<file path="config.mk">
export PLATFORM = sky130hd
export DESIGN_NAME = crps_top
export DESIGN_NICKNAME = d
export VERILOG_FILES = /design/src/hw/unused_placeholder_none.sv /design/src/shared/crps_pkg.sv /design/src/hw/crps_sync.sv /design/src/hw/crps_top.sv
export SDC_FILE = /design/constraint.sdc
export NUM_CORES = 1
export LEC_CHECK = 0
export BUFFER_PORTS_ARGS = -buffer_cell sky130_fd_sc_hd__buf_4
export CAP_MARGIN = 10
export CORE_MARGIN = 2
export CORE_UTILIZATION = 50
export DETAILED_ROUTE_END_ITERATION = 6
export GPL_TIMING_DRIVEN = 0
export PLACE_DENSITY_LB_ADDON = 0.2
export SLEW_MARGIN = 20
export SYNTH_ARGS = -nofsm -noshare
export SYNTH_HDL_FRONTEND = slang
export SYNTH_SLANG_ARGS = --single-unit
</file>
<file path="constraint.sdc">
create_clock -name pclk -period 3.3 [get_ports pclk]
set_clock_uncertainty 0.1 [all_clocks]
set_input_delay 0.66 -clock pclk [delete_from_list [all_inputs] [get_ports pclk]]
set_output_delay 0.66 -clock pclk [all_outputs]
set_load 0.01 [all_outputs]
</file>
<file path="src/hw/unused_placeholder_none.sv">
`timescale 1ns/1ns

</file>
<file path="src/shared/crps_pkg.sv">
package crps_pkg;

  // Bus clock rate and derived periods.
  localparam int unsigned CLK_MHZ = 100;
  // Least power-on reset hold, in microseconds; the system must keep it.
  localparam int unsigned POR_HOLD_US = 2000;
  localparam int unsigned POR_HOLD_CYC = POR_HOLD_US * CLK_MHZ;
  // Bus outputs must be released within this many clocks of seeing reset.
  localparam int unsigned RELEASE_CLKS = 2;
  // Default length of the self-test run, in cycles.
  localparam int unsigned SELF_TEST_CYC = 64;
  // Default strap width.
  localparam int unsigned STRAP_W = 8;
  // Default cache line count to invalidate.
  localparam int unsigned CACHE_LINES = 16;

  // Register byte offsets.
  localparam logic [11:0] OFS_CTRL   = 12'h000;
  localparam logic [11:0] OFS_STATUS = 12'h004;
  localparam logic [11:0] OFS_IRQ    = 12'h008;
  localparam logic [11:0] OFS_MASK   = 12'h00C;
  localparam logic [11:0] OFS_STRAP  = 12'h010;

  // Control field positions.
  localparam int unsigned CTRL_DEEP_SLEEP = 0;
  localparam int unsigned CTRL_THROTTLE   = 1;
  localparam int unsigned CTRL_PROBE_OK   = 2;

  // Event bit positions in the sticky IRQ and mask registers.
  localparam int unsigned EV_RESET   = 0;
  localparam int unsigned EV_THERMAL = 1;
  localparam int unsigned EV_PROBE   = 2;
  localparam int unsigned EV_TEST    = 3;
  localparam int unsigned EV_W       = 4;

  // Reset values.
  localparam logic [2:0]  CTRL_RST = 3'h2;
  localparam logic [3:0]  MASK_RST = 4'h0;

  typedef enum logic [2:0] {
    CRPS_RESET, CRPS_FLUSH, CRPS_SELF_TEST, CRPS_RUN, CRPS_HIZ
  } crps_state_t;

endpackage : crps_pkg

</file>
<file path="src/hw/crps_sync.sv">
`timescale 1ns/1ns
// Two-flop synchroniser with a constant preset value under reset.
module crps_sync
  import crps_pkg::*;
#(
  parameter logic INIT = 1'b0
)(
  input  wire logic pclk,
  input  wire logic presetn,
  input  wire logic din,
  output logic      dout
);

  typedef struct packed {
    logic meta;
    logic sync;
  } crps_sync_t;

  crps_sync_t s_q;
  crps_sync_t s_d;

  // The first stage feeds only the second stage.
  always_comb
  begin
    s_d.meta = din;
    s_d.sync = s_q.meta;
  end

  // Clock enable is deliberately not applied: a frozen block must still see reset arrive.
  always_ff @(posedge pclk or negedge presetn)
  begin
    if (!presetn)
    begin
      s_q <= '{meta: INIT, sync: INIT};
    end
    else
    begin
      s_q <= s_d;
    end
  end

  assign dout = s_q.sync;

endmodule : crps_sync

</file>
<file path="src/hw/crps_top.sv">
// The register offsets and register access over APB are this design's own decisions.
`timescale 1ns/1ns
// What this block does
// - While reset is active, return to known state and drop all cache lines.
// - Release all bus outputs to inactive within two clocks of seeing reset.
// - Power-status output low from one clock after deep sleep starts to one clock after it ends.
// - Thermal alarm active when sensor reports maximum temperature, throttling if enabled.
// - Probe-ready output low tells the debug tool debug operation is ready.
// - Soft-init active at reset release with sys-mgmt inactive runs built-in self test before execution.
// - System-management interrupt active at reset release tristates the three sideband outputs.
module crps_top
  import crps_pkg::*;
#(
  parameter int unsigned STRAPS  = STRAP_W,
  parameter int unsigned LINES   = CACHE_LINES,
  parameter int unsigned TEST_CY = SELF_TEST_CYC
)(
  input  wire logic               pclk,
  input  wire logic               presetn,
  input  wire logic               clk_en,
  input  wire logic               cpu_reset_n,
  input  wire logic               supply_ok,
  input  wire logic [STRAPS-1:0]  strap_in,
  input  wire logic               soft_init_n,
  input  wire logic               sys_mgmt_irq_n,
  input  wire logic               probe_request_n,
  input  wire logic               temp_max,
  input  wire logic               core_bus_drive,
  input  wire logic               psel,
  input  wire logic               penable,
  input  wire logic               pwrite,
  input  wire logic [11:0]        paddr,
  input  wire logic [31:0]        pwdata,
  output logic [31:0]             prdata,
  output logic                    pready,
  output logic                    pslverr,
  output logic                    irq,
  output logic                    bus_out_en,
  output logic                    thermal_alarm_n,
  output logic                    thermal_alarm_oe,
  output logic                    power_status_n,
  output logic                    power_status_oe,
  output logic                    probe_ready_n,
  output logic                    probe_ready_oe,
  output logic                    built_in_self_test,
  output logic                    core_run,
  output logic [LINES-1:0]        cache_valid
);

  localparam int unsigned TW = $clog2(TEST_CY + 1);

  // Refuse shapes the registers cannot hold.
  initial
  begin
    if (STRAPS < 1 || STRAPS > 32 || LINES < 1 || TEST_CY < 1)
    begin
      $error("crps_top: unsupported parameter values");
    end
  end

  typedef struct packed {
    crps_state_t       st;
    logic              rst_prev;
    logic [STRAPS-1:0] strap;
    logic              soft_init;
    logic              hiz;
    logic [TW-1:0]     test_cnt;
    logic [LINES-1:0]  cache;
    logic [2:0]        ctrl;
    logic [EV_W-1:0]   ev;
    logic [EV_W-1:0]   mask;
    logic [31:0]       rdata;
    logic              therm;
    logic              psleep;
    logic              pready_n;
  } crps_top_t;

  crps_top_t s_q;
  crps_top_t s_d;
  logic      rst_sync;
  logic      pg_sync;
  logic      in_reset;
  logic      acc;

  // Both asynchronous inputs cross into pclk before use.
  crps_sync #(.INIT(1'b0)) u_sync_rst (
    .pclk    (pclk),
    .presetn (presetn),
    .din     (cpu_reset_n),
    .dout    (rst_sync)
  );
  crps_sync #(.INIT(1'b0)) u_sync_pg (
    .pclk    (pclk),
    .presetn (presetn),
    .din     (supply_ok),
    .dout    (pg_sync)
  );

  // Power-good low is folded into the internal reset.
  assign in_reset = !rst_sync || !pg_sync;
  assign acc      = psel && penable;

  function automatic logic [31:0] pad(input logic [31:0] v);
    pad = v;
  endfunction : pad

  // One next-state process for all state.
  always_comb
  begin
    s_d = s_q;
    s_d.rst_prev = in_reset;
    s_d.therm    = temp_max;
    s_d.psleep   = (s_q.st == CRPS_RUN) && s_q.ctrl[CTRL_DEEP_SLEEP];
    s_d.pready_n = !((s_q.st == CRPS_RUN) && s_q.ctrl[CTRL_PROBE_OK] && !probe_request_n);
    unique case (s_q.st)
      CRPS_RESET, CRPS_FLUSH:
      begin
        // Cache lines are dropped, never written back.
        s_d.cache = '0;
        s_d.st    = CRPS_FLUSH;
        if (!in_reset)
        begin
          // Straps, soft-init and sys-mgmt sampled at the release edge.
          s_d.strap     = strap_in;
          s_d.soft_init = !soft_init_n;
          s_d.hiz       = !sys_mgmt_irq_n;
          s_d.test_cnt  = '0;
          s_d.st        = !sys_mgmt_irq_n ? CRPS_HIZ
                        : (!soft_init_n ? CRPS_SELF_TEST : CRPS_RUN);
        end
      end
      CRPS_SELF_TEST:
      begin
        // Self test completes before execution starts.
        s_d.test_cnt = s_q.test_cnt + TW'(1);
        if (s_q.test_cnt == TW'(TEST_CY - 1))
        begin
          s_d.st = CRPS_RUN;
        end
      end
      CRPS_RUN:
      begin
        s_d.cache = {LINES{1'b1}};
      end
      CRPS_HIZ:
      begin
        s_d.st = CRPS_HIZ;
      end
      default:
      begin
        s_d.st = CRPS_RESET;
      end
    endcase
    if (in_reset)
    begin
      s_d.st    = CRPS_FLUSH;
      s_d.cache = '0;
      s_d.hiz   = 1'b0;
    end
    // Read data is registered; reading the event register clears it.
    s_d.rdata = '0;
    if (psel && !penable && !pwrite)
    begin
      unique case (paddr)
        OFS_CTRL:   s_d.rdata = pad({29'h0, s_q.ctrl});
        OFS_STATUS: s_d.rdata = pad({27'h0, s_q.st == CRPS_RUN, s_q.hiz, s_q.soft_init,
                                     !s_q.pready_n, s_q.psleep});
        OFS_IRQ:    s_d.rdata = pad({28'h0, s_q.ev});
        OFS_MASK:   s_d.rdata = pad({28'h0, s_q.mask});
        OFS_STRAP:  s_d.rdata = pad(32'(s_q.strap));
        default:    s_d.rdata = '0;
      endcase
    end
    if (acc && pwrite && paddr == OFS_CTRL)
    begin
      s_d.ctrl = pwdata[2:0];
    end
    if (acc && pwrite && paddr == OFS_MASK)
    begin
      s_d.mask = pwdata[EV_W-1:0];
    end
    if (acc && !pwrite && paddr == OFS_IRQ)
    begin
      s_d.ev = '0;
    end
    // Events set after the clear so a same-cycle event is kept.
    if (in_reset && !s_q.rst_prev)
    begin
      s_d.ev[EV_RESET] = 1'b1;
    end
    if (temp_max && !s_q.therm)
    begin
      s_d.ev[EV_THERMAL] = 1'b1;
    end
    if (!probe_request_n && s_q.pready_n && !s_d.pready_n)
    begin
      s_d.ev[EV_PROBE] = 1'b1;
    end
    if (s_q.st == CRPS_SELF_TEST && s_d.st == CRPS_RUN)
    begin
      s_d.ev[EV_TEST] = 1'b1;
    end
  end

  // State freezes while clk_en is low; asynchronous reset loads constants only.
  always_ff @(posedge pclk or negedge presetn)
  begin
    if (!presetn)
    begin
      s_q          <= '0;
      s_q.st       <= CRPS_RESET;
      s_q.rst_prev <= 1'b1;
      s_q.ctrl     <= CTRL_RST;
      s_q.mask     <= MASK_RST;
      s_q.pready_n <= 1'b1;
    end
    else if (clk_en)
    begin
      s_q <= s_d;
    end
  end

  // Zero-wait APB slave; unmapped reads return zero without error.
  assign prdata  = s_q.rdata;
  assign pready  = 1'b1;
  assign pslverr = 1'b0;
  assign irq     = |(s_q.ev & s_q.mask);

  // Bus drive stops once reset is synchronised; that is inside two clocks.
  assign bus_out_en = core_bus_drive && !in_reset && s_q.st == CRPS_RUN;
  // Sideband pins float when the sys-mgmt strap asked for tristate.
  assign thermal_alarm_oe = !s_q.hiz;
  assign power_status_oe  = !s_q.hiz;
  assign probe_ready_oe   = !s_q.hiz;
  // Alarm tracks the sensor; throttling follows only when enabled.
  assign thermal_alarm_n  = !s_q.therm;
  // Low from one edge after the core enters deep sleep to one edge after it leaves.
  assign power_status_n   = !s_q.psleep;
  // Ready is answered to a held probe request once debug is allowed.
  assign probe_ready_n    = s_q.pready_n;
  assign built_in_self_test = s_q.st == CRPS_SELF_TEST;
  assign core_run         = s_q.st == CRPS_RUN && !(s_q.therm && s_q.ctrl[CTRL_THROTTLE]);
  assign cache_valid      = s_q.cache;

  // No line may stay valid once an enabled edge has seen reset.
  a_cache_drop: assert property (@(posedge pclk) disable iff (!presetn)
    clk_en && in_reset |=> cache_valid == '0)
    else $error("cache not invalidated in reset");

  // The synchroniser uses the whole two-clock release budget, so no margin is left.
  a_bus_release: assert property (@(posedge pclk) disable iff (!presetn)
    $fell(cpu_reset_n) |-> ##2 !bus_out_en)
    else $error("bus outputs still driven two clocks after reset seen");

  // The straps seen at the releasing edge are the ones kept.
  a_strap_grab: assert property (@(posedge pclk) disable iff (!presetn)
    clk_en && s_q.st == CRPS_FLUSH && !in_reset |=> s_q.strap == $past(strap_in))
    else $error("straps not captured at release");

  // Straps stay frozen while running, so pins moving after release never leak in.
  a_strap_hold: assert property (@(posedge pclk) disable iff (!presetn)
    clk_en && s_q.st == CRPS_RUN && !in_reset |=> $stable(s_q.strap))
    else $error("straps changed after release");

  // Deep sleep in the run state shows on the status pin one edge later.
  a_sleep_pin: assert property (@(posedge pclk) disable iff (!presetn)
    clk_en && s_q.st == CRPS_RUN && s_q.ctrl[CTRL_DEEP_SLEEP] && !in_reset
    |=> !power_status_n)
    else $error("power status not asserted in deep sleep");

  // The alarm pin follows the sensor one enabled edge later.
  a_therm_pin: assert property (@(posedge pclk) disable iff (!presetn)
    clk_en && temp_max |=> !thermal_alarm_n)
    else $error("thermal alarm missing");

  // A rising alarm must survive a read of the event register in the same cycle.
  a_therm_event: assert property (@(posedge pclk) disable iff (!presetn)
    clk_en && temp_max && !s_q.therm |=> s_q.ev[EV_THERMAL])
    else $error("thermal event lost");

  // Ready only answers a request seen on the previous enabled edge.
  a_probe_ack: assert property (@(posedge pclk) disable iff (!presetn)
    $past(clk_en) && !probe_ready_n |-> !$past(probe_request_n))
    else $error("probe ready without request");

  // Outside the run state, or while debug is not allowed, a request is refused.
  a_probe_gate: assert property (@(posedge pclk) disable iff (!presetn)
    clk_en && !(s_q.st == CRPS_RUN && s_q.ctrl[CTRL_PROBE_OK]) |=> probe_ready_n)
    else $error("probe ready given while debug not allowed");

  // Soft-init low at release, with no sys-mgmt request, sends the core into self test first.
  a_test_run: assert property (@(posedge pclk) disable iff (!presetn)
    clk_en && s_q.st == CRPS_FLUSH && !in_reset && sys_mgmt_irq_n && !soft_init_n
    |=> built_in_self_test)
    else $error("self test not started");

  // The self test runs its full count and only then hands over to execution.
  a_test_end: assert property (@(posedge pclk) disable iff (!presetn)
    clk_en && built_in_self_test && !in_reset && s_q.test_cnt == TW'(TEST_CY - 1)
    |=> !built_in_self_test && s_q.st == CRPS_RUN)
    else $error("self test did not end into execution");

  // A sys-mgmt request at release floats every sideband pin.
  a_hiz_pins: assert property (@(posedge pclk) disable iff (!presetn)
    clk_en && s_q.st == CRPS_FLUSH && !in_reset && !sys_mgmt_irq_n
    |=> !thermal_alarm_oe && !probe_ready_oe && !power_status_oe)
    else $error("outputs not tristated");

  // Losing power-good stops execution and bus drive like a reset.
  a_pg_reset: assert property (@(posedge pclk) disable iff (!presetn)
    clk_en && !pg_sync |=> !core_run && !bus_out_en)
    else $error("power-good low did not reset");

endmodule : crps_top

</file>
# --- After elaboration in Yosys (flattened, before gate mapping) ---
# Index checks and enable logic that the tools add are counted.
totals:
  register_bits: 87
  input_bits: 65
op_classes:
  n_addsub: 1
  eq_ne: 11
  mux: 18
  bitwise_logic: 2
  reduce_logical: 57
op_table:
  columns: ["cell", "n"]
  rows:
  - ["$pmux W8 S5", 1]
  - ["$pmux W16 S2", 1]
  - ["$eq A12 B4 Y1 const B", 2]
  - ["$logic_and A1 B1 Y1", 20]
  - ["$mux W16", 1]
  - ["$mux W8", 2]
  - ["$reduce_and A2 Y1", 8]
  - ["$logic_not A1 Y1", 15]
  - ["$pmux W7 S2", 1]
  - ["$eq A12 B3 Y1 const B", 1]
  - ["$eq A12 B5 Y1 const B", 1]
  - ["$logic_not A12 Y1", 1]
  - ["$pmux W3 S4", 1]
  - ["$reduce_bool A2 Y1", 6]
  - ["$eq A3 B2 Y1 const B", 3]
  - ["$mux W3", 3]
  - ["$add A7 B1 Y7 const B", 1]
  - ["$eq A7 B6 Y1 const B", 1]
  - ["$mux W1", 7]
  - ["$reduce_and A3 Y1", 2]
  - ["$and A4 B4 Y4", 1]
  - ["$mux W4", 1]
  - ["$reduce_or A4 Y1", 1]
  - ["$eq A3 B1 Y1 const B", 1]
  - ["7 further kinds", 7]

# --- Longest topological paths before layout ---
# Gate-level depths: netlist of run 1.
depth:
  ltp_word: 8
  depth_mapped: 6
  mapped_depth_nobuf: 5

# --- Cells and area by module ---
# A second synthesis of run 1 with hierarchy kept.
hier_totals:
  cells_unflattened: 256
  area_unflattened_um2: 2733.9
by_module_without_submodules:
  columns: ["module", "instances", "cells_per_inst", "area_each_um2", "seq_area_each_um2"]
  rows:
  - ["crps_top", 1, 252, 2633.8, 1104.8]
  - ["crps_sync", 2, 2, 50.0, 50.0]

# --- Worst setup path after synthesis of run 1 ---
# OpenSTA, ideal clock, no wires.
synth_timing:
  path_kind: "input-to-reg"
  start: "in paddr[4]"
  end: "reg s_q[35] in the netlist's numbering"
  arrival_time_ns: 2.116
  required_ns: 3.075
  setup_slack_ns: 0.959
  cell_stages: 6
  path_buffers: 2
  path_cell_list: "buf_6 -> or4b_4 -> nor4_1 -> and3_1 -> buf_2 -> mux2_2"
synth_between:
  elab_chain_len: 3
synth_rtl:
  columns: ["item", "line", "source"]
  rows:
  - ["start: declaration", "crps_top.sv:32", "input wire logic [11:0] paddr,"]
  - ["$eq A12 B4 Y1", "crps_top.sv:178", "if (acc && pwrite && paddr == OFS_MASK)"]
  - ["$logic_and A1 B1 Y1", "crps_top.sv:178", null]
  - ["$reduce_and A2 Y1 (no line)", null, null]
  - ["end: declaration", "crps_top.sv:78", "crps_top_t s_q;"]
# Every way passes these cells.
# A chain may end at the register's enable or synchronous reset.

# --- Worst setup path after layout of run 1 ---
layout_timing:
  start: "reg s_q[81] in the netlist's numbering"
  end: "out built_in_self_test"
layout_between:
  elab_chain_len: 1
layout_rtl:
  columns: ["item", "line", "source"]
  rows:
  - ["$eq A3 B2 Y1", "crps_top.sv:241", "assign built_in_self_test = s_q.st == CRPS_SELF_TEST;"]
  - ["end: declaration", "crps_top.sv:45", "output logic built_in_self_test,"]
# Every way passes these cells.

==> impl_metrics.tcl, run 1 <==
set metrics [dict create \
    antenna_found_initial 0 \
    dp.cells 422 \
    setup_viol 0 \
    arrival_ns 1.83 \
    synth_top_cell_by_area "dfrtp_1" \
    synth_area_leaders "dfrtp_1 42%, buf_4 15%, mux2_2 6.3%" \
    holdCritPathClass "input port to async pin" \
    postCtsResizedCells 0 \
    crit_fanout 10 \
    synth_cell_types 49 \
    max_freq_mhz 386.5 \
    areaGrowthSynthToFinish_pct 30.04 \
    status "completed" \
    wl_per_cell_um 13.54 \
    ys_seq_area_frac 0.4506 \
    cts_buffer_depth 2 \
    start_kind "register" \
    fin_setup_tns_ns 0 \
    path_class "register to output port" \
    die_area_um2 5948 \
    clkSinkCount 48 \
    place_congestion 0.7935 \
    portBuffers 68 \
    leakage_nw 1.750 \
    ir_worst_vdd_mv 0.2886 \
    ys_seq_elements 48 \
    hold_viol_final 0 \
    ys_warn_count 0 \
    syn_inst 260 \
    die_h_um 77.13 \
    slew_violations 0 \
    min_period_over_period 0.7841 \
    tritoncts "yes" \
    wl_um 5823 \
    viasPerCell 4.916 \
    cts_made_buffers 5 \
    vias 2114 \
    route.detailed.drc 0 \
    start_util 0.5202 \
    yosys.area.top_type_share 0.4212 \
    place_area_um2 3362 \
    cp_slowest_stage_delay_ns 0.54 \
    die_x_um 77.13 \
    drt_iter0_drc 62 \
    timing.max_cap.violations 0 \
    rows 26 \
    ant_nets 0 \
    cp-end-kind "output port" \
    crit_path_cell_trace "clkbuf_1 -> nor3b_1 -> buf_4" \
    grt_pass1_wl_um 9735 \
    finalNonFillerCells 430 \
    hpwlAfterDp_um 4389 \
    powerDensity_nw_per_um2 387.8 \
    fin_nets 425 \
    cp_slowest_cell "nor3b_1" \
    synth_edf_count 0 \
    maxSlewHeadroom 0.5511 \
    cts_max_level 2 \
    root_buffer "clkbuf_8" \
    rsz0062_at_grt "false" \
    async_flop_share 1.000 \
    gr-total-overflow 0 \
    clock_insertion_delay_worst_skew_ns 0.31 \
    whs_ns 0.2517 \
    core_um2 5140 \
    drt_pass1_iterations 4 \
    hold_buffers 0 \
    grt_pass1_vias 2038 \
    fin_area_um2 3477 \
    drive_above_1_share 0.4306 \
    grtUsageTotal 0.2055 \
    pin_count 125 \
    syn_area_per_cell_um2 10.28 \
    crit_required_ns 2.54 \
    post_cts_buffers 0 \
    grt_max_degree 49 \
    finalCriticalPeriod_ns 2.587 \
    clk_transition_reported_paths_ns 0.09 \
    ys.flop_type "dfrtp_1" \
    antennaDiodeCount 0 \
    tightest_slew_ns 0.6671 \
    syn_area_um2 2674 \
]
## Yosys cell counts (2+ instances only)
master     number
a21o_1          3
a21oi_1        10
a22o_1          4
a22oi_1         3
and3_1          3
buf_4          52
clkbuf_1        7
conb_1          2
dfrtp_1        45
dfstp_2         3
inv_1           7
mux2_2         15
mux2i_1         7
nand2_1        14
nand3_1         6
nand4_1         2
nor2_1         16
nor2b_1         2
nor3b_1         4
nor4_1          2
o211ai_1        3
o21ai_0         7
o22ai_1         5
o2bb2ai_1       7
o31ai_1         2
or3_1           2
or4_1           2
or4b_4          2
xor2_1          3
## final timing paths
check	depth (start not counted)	end	slack [ns]	startpoint
hold reg to reg	0	u_sync_pg.dout$_DFF_PN0_	0.25	u_sync_pg.s_d[0]$_DFF_PN0_
setup / recovery	3	built_in_self_test	0.71	s_q[81]$_DFFE_PN0P_
min in group pclk	0	u_sync_pg.dout$_DFF_PN0_	0.25	u_sync_pg.s_d[0]$_DFF_PN0_
max in group asynchronous	1	prdata[2]$_DFFE_PN0P_	2.45	presetn
setup reg to reg	4	s_q[73]$_DFFE_PN0P_	1.00	s_q[81]$_DFFE_PN0P_
hold / removal	1	s_q[67]$_DFFE_PN0P_	0.25	presetn
## state kept, by name, indices dropped and copies added, names as in the netlist
signal           flops
s_q                 34
prdata               8
cache_valid          1
probe_ready_n        1
u_sync_pg.dout       1
u_sync_pg.s_d        1
u_sync_rst.dout      1
u_sync_rst.s_d       1
## layer usage
| metal | vias to the layer above | wire (um) | GRT usage | part of all wire |
|---|---|---|---|---|
| li1 | 1047 | - | - | - |
| met1 | 1003 | 2565 | 0.2692 | 0.44 |
| met2 | 56 | 2901 | 0.3426 | 0.50 |
| met3 | 8 | 272 | 0.04118 | 0.047 |
| met4 | 0 | 85 | 0.06607 | 0.015 |
| met5 | - | 0 | 0 | 0 |
## metrics by stage
stage                     total power, mW    util  setup WS (ns)
after floorplan                    0.8175       -         0.9595
after global placement             0.9120  0.6541         0.7234
after detailed placement           0.9191  0.6541         0.6874
after CTS                           1.355  0.6765         0.7323
after global routing                1.411  0.6765         0.5835
final                               1.348  0.6765         0.7125
## logic make-up after synthesis
kind of cell    synth area share
other cells             0.002809
simple gates              0.1296
compound gates            0.1413
mux                      0.08938
flops                     0.4506
fa+ha+maj               0.004679
xor+xnor                0.009829
buf+inv                   0.1717
## power by group
group	switching, mW	internal, mW
sequential	0.0322	0.632
combinational	0.112	0.132
clock	0.212	0.228
## critical path, delay by kind of cell, from the launching register on
| family | cells | cell delay [ns] |
|---|---|---|
| flip-flops | 1 | 0.40 |
| buffers and inverters | 2 | 0.58 |
| AND/OR/NAND/NOR | 1 | 0.54 |
## cell type report
cell class	count	area (um2)
repair buffers	68	510.5
flip-flops and latches	48	1205
multi-input cells	168	1100
plain buffers	61	432.9
clock buffers	5	68.82
clock inverters	3	46.29
fillers	441	1663
well taps	70	87.58
inverters	7	26.28
## placed cells by master (no fill, tap or decap), drive strengths merged, types with 2 or more instances in the layout
| cell type | n |
|---|---|
| nor4 | 2 |
| or4b | 2 |
| mux2i | 7 |
| dfrtp | 45 |
| nand4 | 2 |
| xor2 | 3 |
| or3 | 3 |
| a22oi | 4 |
| conb | 26 |
| nand3 | 6 |
| a21o | 3 |
| inv | 8 |
| nor2b | 2 |
| clkbuf | 12 |
| mux2 | 15 |
| buf | 122 |
| o21ai | 7 |
| a22o | 4 |
| or4 | 3 |
| o211ai | 3 |
| nor2 | 16 |
| nor3b | 4 |
| nand2 | 14 |
| a21oi | 10 |
| o22ai | 5 |
| o31ai | 2 |
| nor3 | 2 |
| o2bb2ai | 7 |
| dfstp | 3 |
| and3 | 3 |
Power figures use the tool's default switching activity.
==> inputs of run 2 (changes only) <==
- ABC_AREA: not set -> 1
- CORE_UTILIZATION: 50 -> 47
- clock period: 3.3 -> 2.63 ns (I/O delays scaled with it)
==> impl_metrics.tcl, run 2 <==
set metrics [dict create \
    status "completed" \
    drt_iter0_drc 147 \
    core_um2 5816 \
    switching_share 0.2495 \
    ys_seq_elements 48 \
    leakage_nw 2.058 \
    multi_input_area_um2 1092 \
    p_clk_frac 0.378 \
    antenna_found_initial 0 \
    cts_max_level 2 \
    cts_made_buffers 5 \
    final_common_cell "buf_4" \
    pin_count 125 \
    finalCriticalPeriod_ns 2.219 \
    syn_inst 364 \
    p_int_mw 1.282 \
    mostFrequentLayoutCells "123 x buf_4, 96 x nand2_1, 45 x dfrtp_1" \
    crit_fanout 4 \
    fin_setup_tns_ns 0 \
    drive_above_1_share 0.3155 \
    seq_area_um2 1205 \
    tightest_slew_ns 0.7235 \
    cts_buffer_depth 2 \
    pre_cts_ws_ns 0.7358 \
    synthTopCellsByCount "96 x nand2_1, 53 x buf_4, 45 x dfrtp_1, 42 x inv_1, 31 x nand3_1" \
    hpwlAfterDp_um 4905 \
    max_freq_mhz 450.7 \
    p_comb_frac 0.147 \
    place_congestion 0.9025 \
    start_kind "register" \
    switchingPower_uw 426.4 \
    grt_pass1_vias 2226 \
    rows 28 \
    grt_max_degree 49 \
    async_flop_share 1.000 \
    synth_top_cell_by_area "dfrtp_1" \
    path_class "register to output port" \
    syn_area_um2 2789 \
    setup_viol 0 \
    postCtsResizedCells 0 \
    clk_transition_reported_paths_ns 0.09 \
    gr-total-overflow 0 \
    powerDensity_nw_per_um2 470.0 \
    synth_area_leaders "dfrtp_1 40%, buf_4 14%, nand2_1 13%" \
    worst_slack_ns 0.4110 \
    hold_viol_final 0 \
    die_x_um 81.03 \
    portBuffers 70 \
    clock_insertion_delay_worst_skew_ns 0.30 \
    clkSinkCount 48 \
    ir_worst_vdd_mv 0.3426 \
    antennaDiodeCount 0 \
    ys_seq_area_frac 0.4320 \
    hold_buffers 0 \
    vias 2526 \
    rsz0062_at_grt "false" \
    maxSlewHeadroom 0.5140 \
    tritoncts "yes" \
    wl_per_cell_um 11.86 \
    viasPerCell 4.669 \
    crit_required_ns 2.00 \
    die_area_um2 6566 \
    cp-end-kind "output port" \
    min_period_over_period 0.8437 \
    slew_violations 0 \
    areaGrowthSynthToFinish_pct 30.37 \
    synth.most_common_cell "nand2_1" \
    seqPwrFrac 0.475 \
    ys.flop_type "dfrtp_1" \
    synth_edf_count 0 \
    holdCritPathClass "input port to async pin" \
    arrival_ns 1.59 \
    ys_warn_count 0 \
    top_register "s_q" \
    drt_pass1_iterations 5 \
    grt_pass1_wl_um 10340 \
    die_h_um 81.03 \
    yosys.area.top_type_share 0.4038 \
    final.fill_count 530 \
    grtUsageTotal 0.2042 \
    root_buffer "clkbuf_8" \
    ant_nets 0 \
    syn_area_per_cell_um2 7.662 \
    synth_cell_types 29 \
    fin_nets 531 \
    wl_um 6416 \
    start_util 0.4796 \
    timing.max_cap.violations 0 \
    largest_register_ffs 34 \
    post_cts_buffers 0 \
    route.detailed.drc 0 \
]
-- run 2: changes by cell type after synthesis, moves of 4 or more --
cell,previous run,this run
clkbuf_1,7,3
nor2_1,16,26
inv_1,7,42
nand3_1,6,31
mux2_2,15,0
o2bb2ai_1,7,0
nand2_1,14,96
mux2i_1,7,0
nand4_1,2,6
o21ai_0,7,21
-- run 2: metrics by stage --
stage	hold WS (ns)	instance area, um2	cells	util	power [mW]
2_1_floorplan	0.1304	2879	388	-	0.9633
3_3_place_gp	0.2335	3498	533	0.6015	1.070
3_5_place_dp	0.2403	3498	533	0.6015	1.077
4_1_cts	0.1454	3636	541	0.6252	1.717
5_1_grt	0.1679	3636	541	0.6252	1.791
6_report	0.1130	3636	541	0.6252	1.709
-- run 2: cell families (layout without fill, tap and decap cells) --
family,after synthesis,count (layout),synth area share
other,2,26,0.002693
adders and majority gates,1,1,0.004486
xor gates and xnor gates,2,2,0.006282
and+or+nand+nor,174,174,0.2732
DFF,48,48,0.4320
muxes,1,1,0.005382
buffers and inverters,102,180,0.2086
AOI/OAI and AO/OA,34,34,0.06729
-- run 2: final timing paths --
path,startpoint,to,slack [ns],cells past startpoint
setup / recovery,s_q[82]$_DFFE_PN0P_,core_run,0.41,6
setup reg to reg,s_q[82]$_DFFE_PN0P_,s_q[67]$_DFFE_PN0P_,1.00,8
min in group pclk,supply_ok,u_sync_pg.s_d[0]$_DFF_PN0_,0.22,1
hold reg to reg,u_sync_pg.s_d[0]$_DFF_PN0_,u_sync_pg.dout$_DFF_PN0_,0.26,0
hold / removal,presetn,s_q[36]$_DFFE_PN0P_,0.11,1
max in group asynchronous,presetn,s_q[80]$_DFFE_PN0P_,1.91,1
-- run 2: metal layers --
layer | up-vias | track usage | share of wire | wire (um)
li1 | 1270 | - | - | -
met4 | 0 | 0.06102 | 0.014 | 92
met3 | 11 | 0.04889 | 0.085 | 545
met2 | 105 | 0.3207 | 0.47 | 3017
met5 | - | 0 | 0 | 0
met1 | 1140 | 0.2821 | 0.43 | 2761
-- run 2: power groups by stage --
| stage | clock network [mW] | registers (mW) | logic [mW] |
|---|---|---|---|
| 3_3_place_gp | 0 | 0.825 | 0.246 |
| 2_1_floorplan | 0 | 0.817 | 0.146 |
| 6_report | 0.645 | 0.812 | 0.251 |
| 4_1_cts | 0.653 | 0.812 | 0.252 |
| 3_5_place_dp | 0 | 0.826 | 0.251 |
| 5_1_grt | 0.690 | 0.818 | 0.283 |
-- run 2: layout make-up --
cell class / instances / area share
buffer: 56 / 0.1125
timing repair buffer: 70 / 0.1445
inverter: 46 / 0.04749
multi-input combinational: 238 / 0.3004
clock buffer: 5 / 0.01893
tap: 75 / 0.02581
sequential: 48 / 0.3314
clock inverter: 3 / 0.01893
-- run 2: worst max-delay path, cell delays in order (launching register included) --
cell,delay [ns]
dfrtp_1,0.40
inv_2,0.08
nand2_1,0.08
nor2_1,0.26
inv_1,0.18
a21oi_1,0.15
buf_4,0.14
==> inputs of run 3 (changes only) <==
- ABC_AREA: 1 -> 0
- CORE_UTILIZATION: 47 -> 42
- clock period: 2.63 -> 1.9 ns (I/O delays scaled with it)
==> impl_metrics.tcl, run 3 (same netlist as run 1, synthesis figures left out) <==
set metrics [dict create \
    hpwlAfterDp_um 4456 \
    cp-endpoint "bus_out_en" \
    grtUsageTotal 0.1801 \
    die_area_um2 7021 \
    p_clk_frac 0.308 \
    ant_nets 0 \
    fin_nets 433 \
    tritoncts "yes" \
    drt-met1-wl_um 2808 \
    root_buffer "clkbuf_8" \
    wl_met2_um 3023 \
    reg2reg_slack_ns 0.09 \
    largest_register_ffs 34 \
    fin_area_um2 3638 \
    hold_viol_final 0 \
    clkSinkCount 48 \
    cp-end-kind "output port" \
    p_comb_frac 0.200 \
    slew_violations 0 \
    post-route-util 0.5830 \
    portBuffers 68 \
    drive_above_1_share 0.4620 \
    mostFrequentLayoutCells "125 x buf_4, 44 x dfrtp_1, 26 x conb_1" \
    drt_pass1_iterations 4 \
    arrival_ns 1.40 \
    worstReg2RegEnd "prdata[4]$_DFFE_PN0P_" \
    path_class "register to output port" \
    rsz0062_at_grt "true" \
    tightest_slew_ns 0.6160 \
    min_period_over_period 0.9882 \
    vias 2168 \
    areaGrowthSynthToFinish_pct 36.08 \
    holdCritPathClass "input port to register" \
    dp.cells 429 \
    finalCriticalPeriod_ns 1.878 \
    p_int_mw 1.751 \
    pin_count 125 \
    switchingPower_uw 606.4 \
    clk_transition_reported_paths_ns 0.09 \
    wl_um 6266 \
    switching_share 0.2573 \
    drt_iter0_drc 94 \
    antenna_found_initial 0 \
    wl_met3_um 339 \
    grt_max_degree 49 \
    top_layer_used "met4" \
    cts_made_buffers 5 \
    powerDensity_nw_per_um2 647.9 \
    top_register "s_q" \
    start_kind "register" \
    cp-startpoint "s_q[82]$_DFFE_PN0P_" \
    place_congestion 0.8477 \
    finalNonFillerCells 445 \
    ir_worst_vdd_mv 0.4686 \
    grt_pass1_wl_um 10160 \
    maxSlewHeadroom 0.5885 \
    crit_required_ns 1.42 \
    max_freq_mhz 532.6 \
    gr-total-overflow 0 \
    finalPower_mw 2.357 \
    timing.max_cap.violations 0 \
    status "completed" \
    route.detailed.drc 0 \
    r2r_start "s_q[82]$_DFFE_PN0P_" \
    wl_per_cell_um 14.08 \
    cts_max_level 2 \
    grt_pass1_vias 2063 \
    final_common_cell "buf_4" \
    start_util 0.4284 \
    core_um2 6241 \
    antennaDiodeCount 0 \
    rows 29 \
    place_area_um2 3377 \
    setup_viol 0 \
    cts_buffer_depth 2 \
    die_x_um 83.79 \
    crit_fanout 5 \
    clock_insertion_delay_worst_skew_ns 0.30 \
    seqPwrFrac 0.492 \
    leakage_nw 1.826 \
    die_h_um 83.79 \
    viasPerCell 4.872 \
    r2r_cells 10 \
]
run 3: cell types whose count changed in the layout (fill, tap and decap cells not counted), sizes merged, moves of 14 or more:
cell   delta
nand3    -27
nor2     -14
o21ai    -14
inv      -38
mux2     +14
nand2    -85
run 3: layout make-up:
| cell class | count | area [um2] |
|---|---|---|
| Buffer | 61 | 461.7 |
| Fill cell | 566 | 2603 |
| Sequential cell | 48 | 1206 |
| Multi-Input combinational cell | 168 | 1160 |
| Inverter | 7 | 26.28 |
| Timing Repair Buffer | 76 | 580.6 |
| Clock inverter | 2 | 35.03 |
| Tap cell | 77 | 96.34 |
| Clock buffer | 6 | 72.57 |
run 3: worst min-delay path by stage:
| stage | from | endpoint | cells after the start |
|---|---|---|---|
| floorplan | presetn | cache_valid[14]$_DFFE_PN0P_ | 0 |
| global placement | u_sync_pg.s_d[0]$_DFF_PN0_ | u_sync_pg.dout$_DFF_PN0_ | 0 |
| detailed placement | u_sync_rst.s_d[0]$_DFF_PN0_ | u_sync_rst.dout$_DFF_PN0_ | 0 |
| CTS | supply_ok | u_sync_pg.s_d[0]$_DFF_PN0_ | 1 |
| global route | cpu_reset_n | u_sync_rst.s_d[0]$_DFF_PN0_ | 1 |
| finish | supply_ok | u_sync_pg.s_d[0]$_DFF_PN0_ | 1 |
run 3: power groups by stage:
stage                     Combinational (mW)  Clock, mW  Sequential, mW
after detailed placement               0.427          0            1.18
after floorplan                        0.263          0            1.16
after global routing                   0.519      0.786            1.17
after global placement                 0.419          0            1.17
final                                  0.471      0.727            1.16
after CTS                              0.458      0.742            1.16
run 3: layer usage:
layer  up-vias  global-route usage
met4         0             0.05718
met1      1027              0.2481
met3         8             0.03363
li1       1056                   -
met5         -                   0
met2        77              0.2887
run 3: critical path, stage by stage, from the launching register on:
cell      delay, ns
dfrtp_1        0.39
clkbuf_8       0.15
nand3b_1       0.17
buf_6          0.16
nor2_1         0.10
buf_4          0.12
run 3: metrics by stage:
stage / worst slack (ns) / hold slack, ns / TNS, ns
after floorplan: -0.1217 / -0.01559 / -0.5116
after global placement: -0.3865 / 0.2347 / -5.379
after detailed placement: -0.3503 / 0.2387 / -5.045
after global routing: -0.03469 / 0.06505 / -0.1057
final: 0.02239 / 0.07589 / 0
after CTS: -0.03139 / 0.06840 / -0.04503
run 3: timing repair:
action                                 4_1_cts  5_1_grt
hold buffers                                 1        0
setup endpoints to repair                   16       27
setup buffers                                5        2
cloned                                       0        0
pin swaps                                    1        2
endpoints found under the hold margin        2        0
gates resized for setup                     13       12
